[src/core/tfa_regs.svh]
// constants for the transport frame line adapter: byte indices, fill values, slot layout
// assumes byte index 0 is the error byte, so frame byte Bk sits at index k+8
// Notes on behaviour
// - junction frame holds N times 24 bytes
// - bit clock travels apart from the data
// - frame bytes pass unchanged, no added protection
// - junction transmit clock echoes receive clock
// - N must be big enough for payload
// - slot bus mode uses one 384 kbit/s slot
// - slot bus frame is 1152 bytes
// - slot bus data layer counts eight streams
// - byte 44 bit 0 starts the slot
// - aligned bit may open first data stream
// - audio link uses every subframe, 3072 kbit/s
// - audio frame is 4608 bytes
// - audio payload only in timeslots 12 to 27
// - no fixed audio to frame alignment
// - audio validity bit always one
// - sync word alternates with its complement
// - unused bytes are filled with 55 hex
`ifndef TFA_REGS_SVH
`define TFA_REGS_SVH

// -----------------------------------------------------------------
// frame layout
// -----------------------------------------------------------------
`define TFA_BYTES_PER_N     13'h0018
`define TFA_TFL_SLOT_BUS    13'h0480
`define TFA_TFL_AUDIO       13'h1200
`define TFA_IDX_FRAME_SYNC_WORD_FIRST 13'h0001
`define TFA_IDX_FRAME_SYNC_WORD_LAST  13'h0003
`define TFA_IDX_DFS_HI      13'h0004
`define TFA_IDX_DFS_LO      13'h0005
`define TFA_IDX_SLOT_ALIGN  13'h0034
`define TFA_FRAME_SYNC_WORD_B0        8'h1F
`define TFA_FRAME_SYNC_WORD_B1        8'h90
`define TFA_FRAME_SYNC_WORD_B2        8'hCA
`define TFA_PAD_BYTE        8'h55
`define TFA_STREAM_COUNT    4'h8

// -----------------------------------------------------------------
// audio subframe layout
// -----------------------------------------------------------------
`define TFA_SLOT_PRE_LAST   5'h03
`define TFA_SLOT_AUX_FIRST  5'h04
`define TFA_SLOT_DATA_FIRST 5'h0C
`define TFA_SLOT_DATA_LAST  5'h1B
`define TFA_SLOT_VALID      5'h1C
`define TFA_SLOT_USER       5'h1D
`define TFA_SLOT_STATUS     5'h1E
`define TFA_SLOT_PARITY     5'h1F
`define TFA_FRAME_LAST      8'hBF

`endif

[src/core/tfa_pkg.sv]
// types shared by the transport frame line adapter
// assumes the constants header is included by the design files
package tfa_pkg;
  // line carrier selection
  typedef enum logic [1:0] {
    MODE_JUNC  = 2'b00,
    MODE_SLOT  = 2'b01,
    MODE_AUDIO = 2'b10
  } tfa_mode_type;
  // audio preamble kind, coded by the line driver
  typedef enum logic [1:0] {
    PRE_BLOCK = 2'b00,
    PRE_FIRST = 2'b01,
    PRE_SECOND = 2'b10
  } tfa_pre_type;
endpackage

[src/core/tfa_byte_if.sv]
// byte hand-off between the line bit engine and the frame byte sequencer
// assumes both ends run on the one system clock
`timescale 1ns/10ps
`default_nettype none
interface tfa_byte_if;
  logic        take;        // engine consumes byte_val this cycle
  logic        realign;     // slot sync seen, jump to aligned byte
  logic [12:0] transport_frame_length;         // frame length in bytes
  logic [7:0]  byte_val;    // byte at the current index
  logic        frame_start; // current index is the error byte
  logic        dfs_nz;      // data frame present in this frame
  modport seq (input take, realign, transport_frame_length, output byte_val, frame_start, dfs_nz);
  modport eng (output take, realign, transport_frame_length, input byte_val, frame_start, dfs_nz);
endinterface
`default_nettype wire

[src/core/tfa_byte_seq.sv]
// frame byte sequencer: sync word, source bytes, padding, frame wrap
// assumes the source holds its byte stable until the acknowledge pulse
`timescale 1ns/10ps
`include "tfa_regs.svh"
`default_nettype none
module tfa_byte_seq (
  // clock and reset
  input  wire logic       clk,
  input  wire logic       rst,
  // byte source
  input  wire logic [7:0] i_src_byte,
  input  wire logic       i_src_valid,
  input  wire logic       i_src_last,
  output logic            o_src_ack,
  // engine side
  tfa_byte_if.seq         bif
);
  logic [12:0] idx;      // index of the next byte, error byte is 0
  logic        phase;    // sync word polarity of this frame
  logic        src_done; // source gave its last byte this frame
  logic        dfs_hi;   // high size byte was nonzero
  logic        dfs_nz;

  // -----------------------------------------------------------------
  // byte selection
  // -----------------------------------------------------------------
  wire       in_frame_sync_word = (idx >= `TFA_IDX_FRAME_SYNC_WORD_FIRST) && (idx <= `TFA_IDX_FRAME_SYNC_WORD_LAST);
  wire [7:0] fs_raw   = (idx[1:0] == 2'h1) ? `TFA_FRAME_SYNC_WORD_B0 :
                        (idx[1:0] == 2'h2) ? `TFA_FRAME_SYNC_WORD_B1 : `TFA_FRAME_SYNC_WORD_B2;
  wire [7:0] fs_byte  = fs_raw ^ {8{phase}};
  wire       use_src  = !in_frame_sync_word && !src_done && i_src_valid;
  wire       last_idx = idx >= (bif.transport_frame_length - 13'h0001);
  // source bytes go out untouched, gaps and tail become fill
  assign bif.byte_val    = in_frame_sync_word ? fs_byte : (use_src ? i_src_byte : `TFA_PAD_BYTE);
  assign bif.frame_start = (idx == 13'h0000);
  assign bif.dfs_nz      = dfs_nz;

  // index walk: ascending, wrap at frame length, slot sync forces alignment
  always_ff @(posedge clk or posedge rst) begin
    if (rst) begin
      idx   <= 13'h0000;
      phase <= 1'b0;
    end else if (bif.realign) begin
      idx <= `TFA_IDX_SLOT_ALIGN;
    end else if (bif.take) begin
      idx <= last_idx ? 13'h0000 : idx + 13'h0001;
      if (last_idx) begin
        phase <= ~phase;
      end
    end
  end

  // source bookkeeping and data frame presence
  always_ff @(posedge clk or posedge rst) begin
    if (rst) begin
      src_done  <= 1'b0;
      o_src_ack <= 1'b0;
      dfs_hi    <= 1'b0;
      dfs_nz    <= 1'b0;
    end else begin
      o_src_ack <= bif.take && use_src;
      if (bif.take && last_idx) begin
        src_done <= 1'b0;
      end else if (bif.take && use_src && i_src_last) begin
        src_done <= 1'b1;
      end
      if (bif.take && idx == `TFA_IDX_DFS_HI) begin
        dfs_hi <= |bif.byte_val;
      end
      if (bif.take && idx == `TFA_IDX_DFS_LO) begin
        dfs_nz <= dfs_hi || (|bif.byte_val);
      end
    end
  end

  // -----------------------------------------------------------------
  // checks
  // -----------------------------------------------------------------
  logic [7:0]  prev_fs;   // first sync byte of the previous frame
  logic        fs_seen;
  logic [12:0] cnt;       // bytes taken since the frame began
  logic        clean;     // no realign in this frame
  always_ff @(posedge clk or posedge rst) begin
    if (rst) begin
      prev_fs <= 8'h00;
      fs_seen <= 1'b0;
      cnt     <= 13'h0000;
      clean   <= 1'b0;
    end else begin
      if (bif.take && idx == `TFA_IDX_FRAME_SYNC_WORD_FIRST) begin
        prev_fs <= bif.byte_val;
        fs_seen <= 1'b1;
      end
      if (bif.realign) begin
        clean <= 1'b0;
      end else if (bif.take && last_idx) begin
        cnt   <= 13'h0000;
        clean <= 1'b1;
      end else if (bif.take) begin
        cnt <= cnt + 13'h0001;
      end
    end
  end

  frame_sync_word_alt_a: assert property (@(posedge clk) disable iff (rst)
    bif.take && idx == `TFA_IDX_FRAME_SYNC_WORD_FIRST && fs_seen |-> bif.byte_val == ~prev_fs)
    else $error("sync word did not alternate");
  pad_fill_a: assert property (@(posedge clk) disable iff (rst)
    bif.take && src_done && !in_frame_sync_word |-> bif.byte_val == `TFA_PAD_BYTE)
    else $error("fill byte is not 55 hex");
  payload_pass_a: assert property (@(posedge clk) disable iff (rst)
    bif.take && use_src |-> bif.byte_val == i_src_byte ##1 o_src_ack)
    else $error("payload byte altered or not acknowledged");
  frame_len_a: assert property (@(posedge clk) disable iff (rst)
    bif.take && last_idx && clean && !bif.realign |-> cnt + 13'h0001 == bif.transport_frame_length)
    else $error("frame length differs from configured length");
  frame_wrap_c: cover property (@(posedge clk) disable iff (rst) bif.take && last_idx && clean);
endmodule
`default_nettype wire

[src/core/tfa_transport_framer.sv]
// transport frame line adapter: serialises frames onto junction, slot bus or audio link
// assumes config inputs are static while framing and come from the I_CLK domain
`timescale 1ns/10ps
`include "tfa_regs.svh"
`default_nettype none
module tfa_transport_framer #(
  parameter logic [191:0] CS_TABLE = 192'h0 // channel status per audio frame, bit i = frame i
) (
  // clock and reset
  input  wire logic       I_CLK,
  input  wire logic       I_RST,
  // configuration
  input  wire logic [1:0] I_MODE,
  input  wire logic [7:0] I_RATE_N,
  // line side
  input  wire logic       I_LINE_CLK,
  input  wire logic       I_SLOT_SYNC,
  output logic            O_TX_CLK,
  output logic            O_LINE_DATA,
  output logic            O_PREAMBLE,
  output logic [1:0]      O_PREAMBLE_KIND,
  output logic            O_FRAME_START,
  output logic [3:0]      O_STREAM_COUNT,
  // frame source
  input  wire logic [7:0] I_SRC_BYTE,
  input  wire logic       I_SRC_VALID,
  input  wire logic       I_SRC_LAST,
  output logic            O_SRC_ACK
);
  tfa_byte_if bif ();

  // -----------------------------------------------------------------
  // frame length
  // -----------------------------------------------------------------
  // N of zero would give an empty frame, so it is run as N = 1
  function automatic logic [12:0] calc_tfl(input tfa_pkg::tfa_mode_type m, input logic [7:0] n);
    logic [12:0] nn;
    nn = (n == 8'h00) ? 13'h0001 : {5'h00, n};
    case (m)
      tfa_pkg::MODE_SLOT:  calc_tfl = `TFA_TFL_SLOT_BUS;
      tfa_pkg::MODE_AUDIO: calc_tfl = `TFA_TFL_AUDIO;
      default:             calc_tfl = 13'(nn * `TFA_BYTES_PER_N);
    endcase
  endfunction

  wire tfa_pkg::tfa_mode_type mode = tfa_pkg::tfa_mode_type'(I_MODE);
  wire mode_slot  = (mode == tfa_pkg::MODE_SLOT);
  wire mode_audio = (mode == tfa_pkg::MODE_AUDIO);
  // the spare code 11 runs as junction, as calc_tfl already does
  wire mode_junc  = !mode_slot && !mode_audio;
  assign bif.transport_frame_length  = calc_tfl(mode, I_RATE_N);

  // -----------------------------------------------------------------
  // link clock sampling
  // -----------------------------------------------------------------
  logic lclk_s1;  // first stage, read only by lclk_s2
  logic lclk_s2;
  logic lclk_d;   // previous synchronised level, for edge finding
  logic sync_s1;  // first stage, read only by sync_s2
  logic sync_s2;
  // the link clock is just sampled; it is far slower than I_CLK
  always_ff @(posedge I_CLK or posedge I_RST) begin
    if (I_RST) begin
      lclk_s1 <= 1'b0;
      lclk_s2 <= 1'b0;
      lclk_d  <= 1'b0;
      sync_s1 <= 1'b0;
      sync_s2 <= 1'b0;
    end else begin
      lclk_s1 <= I_LINE_CLK;
      lclk_s2 <= lclk_s1;
      lclk_d  <= lclk_s2;
      sync_s1 <= I_SLOT_SYNC;
      sync_s2 <= sync_s1;
    end
  end

  // bits change on the falling edge so the far end samples on the rising one
  wire lclk_fall = !lclk_s2 && lclk_d;

  // -----------------------------------------------------------------
  // bit engine
  // -----------------------------------------------------------------
  logic [7:0] sr;       // byte being sent
  logic [2:0] bit_cnt;  // next bit of sr, 0 means load a new byte
  logic       pend;     // aligned byte loads one cycle after the sync hit
  logic [4:0] slot;     // audio timeslot of the bit now being sent
  logic       sub;      // audio subframe within frame
  logic [7:0] aframe;   // audio frame within block
  logic       par;      // running parity over timeslots 4 to 30

  wire slot_hit  = mode_slot && lclk_fall && sync_s2;
  wire data_slot = (slot >= `TFA_SLOT_DATA_FIRST) && (slot <= `TFA_SLOT_DATA_LAST);
  wire adv       = lclk_fall && !slot_hit && (!mode_audio || data_slot);
  assign bif.realign = slot_hit;
  assign bif.take    = pend || (adv && bit_cnt == 3'h0);

  // bit 0 first: a fresh byte sends its bit 0 at once
  wire next_data_bit = bif.take ? bif.byte_val[0] : sr[bit_cnt];

  // audio timeslot content; preamble slots are left low for the line coder
  logic aud_bit;
  always_comb begin
    aud_bit = 1'b0;
    if (data_slot) begin
      aud_bit = next_data_bit;
    end else if (slot == `TFA_SLOT_VALID) begin
      aud_bit = 1'b1;
    end else if (slot == `TFA_SLOT_STATUS) begin
      aud_bit = CS_TABLE[aframe];
    end else if (slot == `TFA_SLOT_PARITY) begin
      aud_bit = par;
    end
  end

  wire emit      = mode_audio ? lclk_fall : (adv || pend);
  wire next_line = mode_audio ? aud_bit : next_data_bit;

  // byte register and bit counter
  always_ff @(posedge I_CLK or posedge I_RST) begin
    if (I_RST) begin
      sr      <= 8'h00;
      bit_cnt <= 3'h0;
      pend    <= 1'b0;
    end else begin
      pend <= slot_hit;
      if (bif.take) begin
        sr      <= bif.byte_val;
        bit_cnt <= 3'h1;
      end else if (adv) begin
        bit_cnt <= bit_cnt + 3'h1;
      end
    end
  end

  // audio position counters; they free-run with no tie to frame start
  always_ff @(posedge I_CLK or posedge I_RST) begin
    if (I_RST) begin
      slot   <= 5'h00;
      sub    <= 1'b0;
      aframe <= 8'h00;
      par    <= 1'b0;
    end else if (mode_audio && lclk_fall) begin
      slot <= slot + 5'h01;
      if (slot == `TFA_SLOT_AUX_FIRST) begin
        par <= aud_bit;
      end else if (slot < `TFA_SLOT_PARITY) begin
        par <= par ^ aud_bit;
      end
      if (slot == `TFA_SLOT_PARITY) begin
        sub <= ~sub;
        if (sub) begin
          aframe <= (aframe == `TFA_FRAME_LAST) ? 8'h00 : aframe + 8'h01;
        end
      end
    end
  end

  // -----------------------------------------------------------------
  // registered outputs
  // -----------------------------------------------------------------
  // junction transmit clock is the sampled receive clock, so it lags by three cycles; other modes hold it low
  always_ff @(posedge I_CLK or posedge I_RST) begin
    if (I_RST) begin
      O_TX_CLK        <= 1'b0;
      O_LINE_DATA     <= 1'b0;
      O_PREAMBLE      <= 1'b0;
      O_PREAMBLE_KIND <= tfa_pkg::PRE_BLOCK;
      O_FRAME_START   <= 1'b0;
      O_STREAM_COUNT  <= 4'h0;
    end else begin
      O_TX_CLK <= mode_junc && lclk_s2;
      if (emit) begin
        O_LINE_DATA <= next_line;
      end
      if (mode_audio && lclk_fall) begin
        O_PREAMBLE      <= (slot <= `TFA_SLOT_PRE_LAST);
        O_PREAMBLE_KIND <= sub ? tfa_pkg::PRE_SECOND :
                           (aframe == 8'h00) ? tfa_pkg::PRE_BLOCK : tfa_pkg::PRE_FIRST;
      end else if (!mode_audio) begin
        O_PREAMBLE <= 1'b0;
      end
      O_FRAME_START  <= bif.take && bif.frame_start;
      O_STREAM_COUNT <= (mode_slot && bif.dfs_nz) ? `TFA_STREAM_COUNT : 4'h0;
    end
  end

  tfa_byte_seq u_seq (
    .clk         (I_CLK),
    .rst         (I_RST),
    .i_src_byte  (I_SRC_BYTE),
    .i_src_valid (I_SRC_VALID),
    .i_src_last  (I_SRC_LAST),
    .o_src_ack   (O_SRC_ACK),
    .bif         (bif)
  );

  // -----------------------------------------------------------------
  // checks
  // -----------------------------------------------------------------
  // edges since reset; the echo check waits out the sampler fill,
  // since the sampler resets low while an idle line clock sits high
  logic [2:0] echo_age;
  always_ff @(posedge I_CLK or posedge I_RST) begin
    if (I_RST) begin
      echo_age <= 3'h0;
    end else if (echo_age != 3'h4) begin
      echo_age <= echo_age + 3'h1;
    end
  end

  // parity rebuilt from the line output itself, apart from par above
  logic       aud_emit_d; // a timeslot bit reached the line last edge
  logic [4:0] slot_d;     // timeslot of that bit
  logic       line_par;   // xor of sent bits from timeslot 4 on
  always_ff @(posedge I_CLK or posedge I_RST) begin
    if (I_RST) begin
      aud_emit_d <= 1'b0;
      slot_d     <= 5'h00;
      line_par   <= 1'b0;
    end else begin
      aud_emit_d <= mode_audio && lclk_fall;
      slot_d     <= slot;
      if (aud_emit_d && slot_d == `TFA_SLOT_AUX_FIRST) begin
        line_par <= O_LINE_DATA;
      end else if (aud_emit_d && slot_d < `TFA_SLOT_PARITY) begin
        line_par <= line_par ^ O_LINE_DATA;
      end
    end
  end

  tx_clk_echo_a: assert property (@(posedge I_CLK) disable iff (I_RST)
    mode_junc && echo_age == 3'h4 |-> O_TX_CLK == $past(I_LINE_CLK, 3))
    else $error("transmit clock is not the receive clock echo");
  validity_one_a: assert property (@(posedge I_CLK) disable iff (I_RST)
    mode_audio && lclk_fall && slot == `TFA_SLOT_VALID |=> O_LINE_DATA)
    else $error("validity bit not one");
  data_slots_a: assert property (@(posedge I_CLK) disable iff (I_RST)
    mode_audio && bif.take |-> data_slot && lclk_fall)
    else $error("payload byte taken outside timeslots 12 to 27");
  slot_align_a: assert property (@(posedge I_CLK) disable iff (I_RST)
    slot_hit |=> pend ##1 (bit_cnt == 3'h1 && O_LINE_DATA == sr[0]))
    else $error("aligned byte not started at slot sync");
  bit_order_a: assert property (@(posedge I_CLK) disable iff (I_RST)
    !mode_audio && bif.take |=> O_LINE_DATA == $past(bif.byte_val[0]))
    else $error("byte not sent bit 0 first");
  slot_len_a: assert property (@(posedge I_CLK) disable iff (I_RST)
    mode_slot |-> bif.transport_frame_length == `TFA_TFL_SLOT_BUS)
    else $error("slot bus frame length wrong");
  stream_cnt_a: assert property (@(posedge I_CLK) disable iff (I_RST)
    mode_slot && bif.dfs_nz |=> O_STREAM_COUNT == `TFA_STREAM_COUNT)
    else $error("stream count not eight");
  audio_len_a: assert property (@(posedge I_CLK) disable iff (I_RST)
    mode_audio |-> bif.transport_frame_length == `TFA_TFL_AUDIO)
    else $error("audio frame length wrong");

  // no transmit clock leaves outside junction mode
  tx_clk_quiet_a: assert property (@(posedge I_CLK) disable iff (I_RST)
    !mode_junc |=> !O_TX_CLK)
    else $error("transmit clock runs outside junction mode");

  // frame start marks one byte load only
  start_pulse_a: assert property (@(posedge I_CLK) disable iff (I_RST)
    O_FRAME_START |=> !O_FRAME_START)
    else $error("frame start longer than one cycle");

  // one acknowledge per consumed source byte
  ack_pulse_a: assert property (@(posedge I_CLK) disable iff (I_RST)
    O_SRC_ACK |=> !O_SRC_ACK)
    else $error("source acknowledge longer than one cycle");

  // stream count shows only on the slot bus
  stream_zero_a: assert property (@(posedge I_CLK) disable iff (I_RST)
    !mode_slot |=> O_STREAM_COUNT == 4'h0)
    else $error("stream count outside slot bus mode");

  // payload bytes start at timeslot 12 or 20 of a subframe
  audio_bytes_a: assert property (@(posedge I_CLK) disable iff (I_RST)
    mode_audio && bif.take |-> slot == `TFA_SLOT_DATA_FIRST || slot == 5'h14)
    else $error("payload byte not aligned in subframe");

  // preamble, aux and user slots carry no payload
  quiet_slots_a: assert property (@(posedge I_CLK) disable iff (I_RST)
    aud_emit_d && (slot_d < `TFA_SLOT_DATA_FIRST || slot_d == `TFA_SLOT_USER) |-> !O_LINE_DATA)
    else $error("non payload timeslot not zero");

  // channel status follows the table by audio frame
  status_table_a: assert property (@(posedge I_CLK) disable iff (I_RST)
    aud_emit_d && slot_d == `TFA_SLOT_STATUS |-> O_LINE_DATA == CS_TABLE[aframe])
    else $error("channel status bit differs from table");

  // sent subframe has even parity over timeslots 4 to 31
  parity_even_a: assert property (@(posedge I_CLK) disable iff (I_RST)
    aud_emit_d && slot_d == `TFA_SLOT_PARITY |-> O_LINE_DATA == line_par)
    else $error("subframe parity not even");

  realign_c: cover property (@(posedge I_CLK) disable iff (I_RST) slot_hit ##2 bit_cnt == 3'h1);
  block_c: cover property (@(posedge I_CLK) disable iff (I_RST)
    mode_audio && lclk_fall && slot == 5'h00 && aframe == 8'h00 && !sub);
  junc_start_c: cover property (@(posedge I_CLK) disable iff (I_RST) mode_junc && O_FRAME_START);
  parity_c: cover property (@(posedge I_CLK) disable iff (I_RST)
    aud_emit_d && slot_d == `TFA_SLOT_PARITY);
endmodule
`default_nettype wire

[config.mk]
export PLATFORM = sky130hd
export DESIGN_NAME = tfa_transport_framer
export DESIGN_NICKNAME = d
export VERILOG_FILES = /design/src/core/tfa_pkg.sv /design/src/core/tfa_byte_if.sv /design/src/core/tfa_byte_seq.sv /design/src/core/tfa_transport_framer.sv
export VERILOG_INCLUDE_DIRS = /design/src /design/src/core
export SDC_FILE = /design/constraint.sdc
export NUM_CORES = 1
export LEC_CHECK = 0
export ABC_AREA = 1
export BUFFER_PORTS_ARGS = -buffer_cell sky130_fd_sc_hd__clkbuf_2
export CAP_MARGIN = 20
export CORE_UTILIZATION = 65
export CTS_CLUSTER_DIAMETER = 150
export DETAILED_ROUTE_END_ITERATION = 10
export PLACE_DENSITY = 0.9
export SYNTH_ARGS = -nofsm -noshare
export SYNTH_HDL_FRONTEND = slang
export SYNTH_HIERARCHICAL = 1
export SYNTH_SLANG_ARGS = --single-unit
[constraint.sdc]
create_clock -name I_CLK -period 4.41 [get_ports I_CLK]
set_input_delay 0.882 -clock I_CLK [delete_from_list [all_inputs] [get_ports I_CLK]]
set_output_delay 0.882 -clock I_CLK [all_outputs]
set_load 0.03 [all_outputs]
Word level (Yosys, flattened, before mapping)
Memory sizes are Yosys's and may differ from the RTL's.
Index checks and enable logic that the tools add are counted.
{"block": "totals", "reg_bits": 60, "romBits": 256, "input_bits": 24, "output_inout_bits": 11, "elab_cells": 131, "mem_count": 1}
{"memory": "(name not given)", "words": 256, "word_bits": 1, "rd": 1, "rd_clocked_by_memory_dff": 0, "write_ports": 0, "line": "tfa_transport_framer.sv:110", "rtl": "aud_bit = CS_TABLE[aframe];"}
{"block": "op_classes", "n_addsub": 5, "multipliers": 1, "n_lt_le_gt_ge": 9, "eq_ne": 12, "muxes": 31, "bitwise_logic": 5, "n_reduce_logical": 43}
{"operator": "$mux 8", "count": 5}
{"operator": "$mux 13", "count": 3}
{"operator": "$eq 13x3->1 const B", "count": 2}
{"operator": "$pmux 13 s2", "count": 1}
{"operator": "$logic_and 1x1->1", "count": 20}
{"operator": "$logic_not 8->1", "count": 2}
{"operator": "$mux 1", "count": 16}
{"operator": "$eq 5x5->1 const B", "count": 3}
{"operator": "$add 13x1->13 const B", "count": 1}
{"operator": "$ge 13x1->1 const B", "count": 1}
{"operator": "$ge 13x13->1", "count": 1}
{"operator": "$le 13x2->1 const B", "count": 1}
{"operator": "$logic_not 13->1", "count": 1}
{"operator": "$sub 13x1->13 const B", "count": 1}
{"operator": "$mul 8x2->10 const B", "count": 1}
{"operator": "$lt 8x9->1 const B", "count": 1}
{"operator": "$add 8x1->8 const B", "count": 1}
{"operator": "$eq 8x8->1 const B", "count": 1}
{"operator": "$reduce_bool 2->1", "count": 4}
{"operator": "$reduce_or 8->1", "count": 1}
{"operator": "$xor 8x8->8", "count": 1}
{"operator": "$mux 7", "count": 1}
{"operator": "$logic_not 1->1", "count": 6}
{"operator": "$mux 3", "count": 2}
{"operator": "other kinds (20)", "count": 29}

Logic depth before layout (Yosys ltp)
{"block": "depth", "ltp_word": 14, "ltp_mapped": 30, "ltp_nobuf": 30}

Modules after synthesis
The synthesis kept the hierarchy.
{"module": "tfa_transport_framer", "n_inst": 1, "cells_per_inst": 330, "area_each_um2": 2489.9, "seq_area_each_um2": 975.9}
{"module": "tfa_byte_seq", "n_inst": 1, "cells_per_inst": 263, "area_each_um2": 1829.3, "seq_area_each_um2": 450.4}

Worst setup path before layout
Ideal clock, no wire load.
{"block": "synth_timing", "path_kind": "input-to-reg", "start": "input port I_RATE_N[2]", "end": "register u_seq.idx[11]", "setup_ps": 83, "arrival_ps": 4029, "t_required_ps": 4327, "slack_ps": 298, "stages": 30, "n_path_buf": 0, "cell_sequence": "inv_1 ha_1 nand3_1 inv_1 nand2_1 inv_1 o21bai_1 nand2_1 inv_1 ha_1 nor2_1 inv_1 a21oi_1 o21ai_0 o21ai_0 a21oi_1 nor2_1 nand2_1 nor3_2 nand2_1 nor2_1 xnor2_1 ha_1 a21oi_1 o21ai_0 a21oi_1 nand3_2 nor3_2 nand2_1 o21ai_0"}
{"block": "synth_between", "elab_chain_cells": 9}
{"item": "from (decl)", "line": "tfa_transport_framer.sv:14", "rtl": "input wire logic [7:0] I_RATE_N,"}
{"item": "$logic_not 8->1", "line": "tfa_transport_framer.sv:38", "rtl": "nn = (n == 8'h00) ? 13'h0001 : {5'h00, n};"}
{"item": "$mux 8 (*)", "line": "tfa_transport_framer.sv:38"}
{"item": "$mul 8x2->10 (no line) (*)"}
{"item": "$pmux 13 s2 (*)", "line": "tfa_transport_framer.sv:39", "rtl": "case (m)"}
{"item": "net bif.transport_frame_length[8]", "line": "tfa_byte_if.sv:8", "rtl": "logic [12:0] transport_frame_length;"}
{"item": "$sub 13x1->13 (*)", "line": "tfa_byte_seq.sv:32", "rtl": "wire last_idx = idx >= (bif.transport_frame_length - 13'h0001);"}
{"item": "$ge 13x13->1 (*)", "line": "tfa_byte_seq.sv:32"}
{"item": "$mux 13 (*)", "line": "tfa_byte_seq.sv:46", "rtl": "idx <= last_idx ? 13'h0000 : idx + 13'h0001;"}
{"item": "$mux 13 (*)", "line": "tfa_byte_seq.sv:45", "rtl": "end else if (bif.take) begin"}
{"item": "$mux 13 (*)", "line": "tfa_byte_seq.sv:43", "rtl": "end else if (bif.realign) begin"}
{"item": "to (signal assigned)", "line": "tfa_byte_seq.sv:44", "rtl": "idx <= `TFA_IDX_SLOT_ALIGN;"}
{"item": "to (signal assigned)", "line": "tfa_byte_seq.sv:46"}
{"item": "to (decl)", "line": "tfa_byte_seq.sv:18", "rtl": "logic [12:0] idx;"}
Mark *: on every way through the listed nets, which the timed path passes. The rest lies on a longest branch. The select of a mux whose other input is x is not followed.
A chain may end at the register's enable or synchronous reset.

Final worst setup path
{"block": "layout_timing", "start": "input port I_RATE_N[7]", "end": "register u_seq.idx[1]"}
{"block": "layout_between", "elab_chain_cells": 9}
{"item": "$logic_not 8->1", "line": "tfa_transport_framer.sv:38"}
{"item": "$mux 8", "line": "tfa_transport_framer.sv:38"}
{"item": "$mul 8x2->10 (no line)"}
{"item": "$pmux 13 s2", "line": "tfa_transport_framer.sv:39"}
{"item": "net bif.transport_frame_length[8]", "line": "tfa_byte_if.sv:8"}
{"item": "$sub 13x1->13", "line": "tfa_byte_seq.sv:32"}
{"item": "$ge 13x13->1", "line": "tfa_byte_seq.sv:32"}
{"item": "$mux 13", "line": "tfa_byte_seq.sv:46"}
{"item": "$mux 13", "line": "tfa_byte_seq.sv:45"}
{"item": "$mux 13", "line": "tfa_byte_seq.sv:43"}
The timed path passes the listed nets, and every way through them passes these cells. The select of a mux whose other input is x is not followed.

==> impl_results.md <==
* Post-synth top flop: dfrtp_1
* Fmax at 234 MHz
* I/O pins at 35
* Static Leak at 2.65 nW
* Post-synthesis adder-cell area fraction at 11.0%
* RR Endpoint: u_seq/bif.dfs_nz
* HPWL Detailed at 7.44 mm
* Max clock buf depth at 2
* Post-synthesis mux area share at 0.232%
* Placed insts at 714
* Endpoints failing hold at 0
* Final wirelength at 10.2 mm
* FP Rows at 29
* First-pass GRT wire length at 16.7 mm
* Post-synthesis xor/xnor area fraction at 5.27%
* Critical path class: in -> reg
* Most area-hungry cell type in the Yosys netlist: dfrtp_1
* Post-route setup slack at 0.143 ns
* Starting density of the core at 67.6%
* Share of cells above drive strength 1 at 18.3%
* Global route overflow at 0
* DRC violations left at 0
* CTS tree: built
* R2R depth at 13
* Compound-Gate Fraction of Synth Area at 8.75%
* Initial antenna violation count at 0
* Synth top area share at 33.0%
* Simple logic cell fraction of the synthesized area at 31.6%
* Hold EP: sync_s2
* Die width at 83.5 um
* Slew headroom at 53.5%
* Worst Tran Pin Value at 0.696 ns
* GR peak layer: met2
* CP Depth at 31
* Area contributors post-synth: dfrtp_1, nand2_1, ha_1, inv_1, nor2_1
* Hold path depth at 0
* Fin crit period at 4.27 ns
* Reg-to-reg startpoint: lclk_s2
* Gr usage total at 29.4%
* Layout area overhead at 16.2%
* Commonest cells post-synth: nand2_1, inv_1, dfrtp_1
* Clock transition at path regs at 0.06 ns
* GR Util met2 at 52.5%
* Finished Core Util at 78.6%
* Final hold slack at 0.356 ns
* M1 GR Usage at 35.2%
* Htree depth at 3
* Asr flop ratio synth at 100%
* Syn Area/Cell at 7.28 um^2
* CTS root buf: clkbuf_8
* Largest family of logic cells by synthesized area: simple AND/OR/NAND/NOR gates
* Routed Antenna Nets at 0
* CTS Sinks at 57
* RSZ-0062 raised after global routing: yes
* Initial drt markers at 350
* Cell with the most instances after synthesis: nand2_1
* Final std cells w/o fill at 734
* Crit. End Element: flip-flop
* P per Cell Area at 446 nW/um^2
* Crit Path Max Fanout at 5
* VDD IR max at 356 uV
* Die height at 83.5 um
* Clock Latency Late Sink at 0.34 ns
* Die ar. at 6970 um^2
* Hold_sp: sync_s1
* WP buf/inv at 6
* Crit share post-route at 96.8%
* Sequential share of the synthesized area at 33.0%
* Final nets at 715
* Routed vias at 4144
* Cell family with most CP delay: simple AND/OR/NAND/NOR gates
* # diodes at 0
* Vias in the first global route at 3933
* Slowest CP cell: ha_1
* Core area at 6390 um^2
* EDFF count, synth at 0
* Yosys warns at 6
* Max-cap violations at 0
* CTS Hold Bufs at 0
* Crit path largest cell delay at 0.35 ns
* Outcome: finished, final reports clean
* # setup viols final at 0
* Worst Clk Skew at 0.0113 ns
* DR pass1 iterations at 5
* Vias/cell at 5.65
* Mapped Cells at 593
* Dpl ws at -0.326 ns
* Syn Std Cell Area at 4320 um^2
* Synth unique cells at 41
* CP required at 4.66 ns
* Largest net degree at the start of global routing at 30
* WP data arrival at 4.52 ns
* Hold crit path type: reg -> reg
* Gpl congestion at 0.886
* R2r setup slk at 1.73 ns
* Max Transition Viols Final at 0
* Met3 Track Usage GR at 5.04%
* Avg WL per Cell at 13.9 um
* Number of CTS-inserted buffers at 9
* Setup crit start kind: input pin
* Yosys reg bits at 57
* Buffers on Ports at 31
* Power, Total at 2.24 mW
-- cells in the final DEF, fill, tap and decap left out, types with 10 or more instances in the layout --
master	instances
a21oi_1	16
buf_4	18
clkbuf_2	25
clkbuf_8	10
dfrtp_1	57
ha_1	34
inv_1	88
nand2_1	149
nand3_1	34
nand4_1	12
nor2_1	46
o21ai_0	28
xnor2_1	11
xor2_1	14
-- where the power goes --
part | leakage (nW) | internal [mW] | switching (mW)
sequential | 0.698 | 0.651 | 0.146
clock | 0.0822 | 0.214 | 0.198
combinational | 1.87 | 0.388 | 0.642
-- logic make-up after synthesis --
group	Yosys count
adders and majority gates	38
other	1
muxes	1
DFF	57
and+or+nand+nor	290
AOI/OAI and AO/OA	69
buffers and inverters	111
xor gates and xnor gates	26
-- flip-flops by register name, summed over array words and instances (netlist names), 2 cells and up --
register,cells
aframe,8
u_seq/idx,13
bit_cnt,3
sr,8
O_PREAMBLE_KIND,2
slot,5
-- stage by stage --
step / cell area (um^2) / setup TNS [ns]
6_report: 5020 / 0
5_1_grt: 5020 / -0.341
4_1_cts: 4820 / 0
3_5_place_dp: 4650 / -3.19
3_3_place_gp: 4650 / 0
2_1_floorplan: 4350 / 0
-- worst max path at each step --
stage                           start            end  slack [ns]
final                     I_RATE_N[7]   u_seq/idx[1]        0.14
after global routing      I_RATE_N[6]   u_seq/idx[1]       -0.08
after CTS                 I_RATE_N[2]   u_seq/idx[1]      0.0003
after detailed placement  I_RATE_N[2]   u_seq/idx[1]       -0.33
after global placement    I_RATE_N[6]  u_seq/idx[11]        0.09
after floorplan           I_RATE_N[2]  u_seq/idx[11]        0.30
-- layer usage --
layer / vias to the layer above / wire, um
met1: 1914 / 3940
met4: 0 / 337
met3: 48 / 639
li1: 1995 / -
met2: 187 / 5300
met5: - / 0
-- layout make-up --
class / count / area [um^2]
Clock inverter: 3 / 17.5
Fill cell: 417 / 1370
Clock buffer: 12 / 145
Timing Repair Buffer: 49 / 335
Inverter: 103 / 405
Sequential cell: 57 / 1430
Multi-Input combinational cell: 433 / 2590
Tap cell: 77 / 96.3
-- timing repair --
item	4_1_cts	5_1_grt
gates resized for setup	1	58
setup endpoints to repair	2	15
buffers inserted	0	5
pin swaps	0	23
Note: power is estimated with default switching activity, not from simulation.
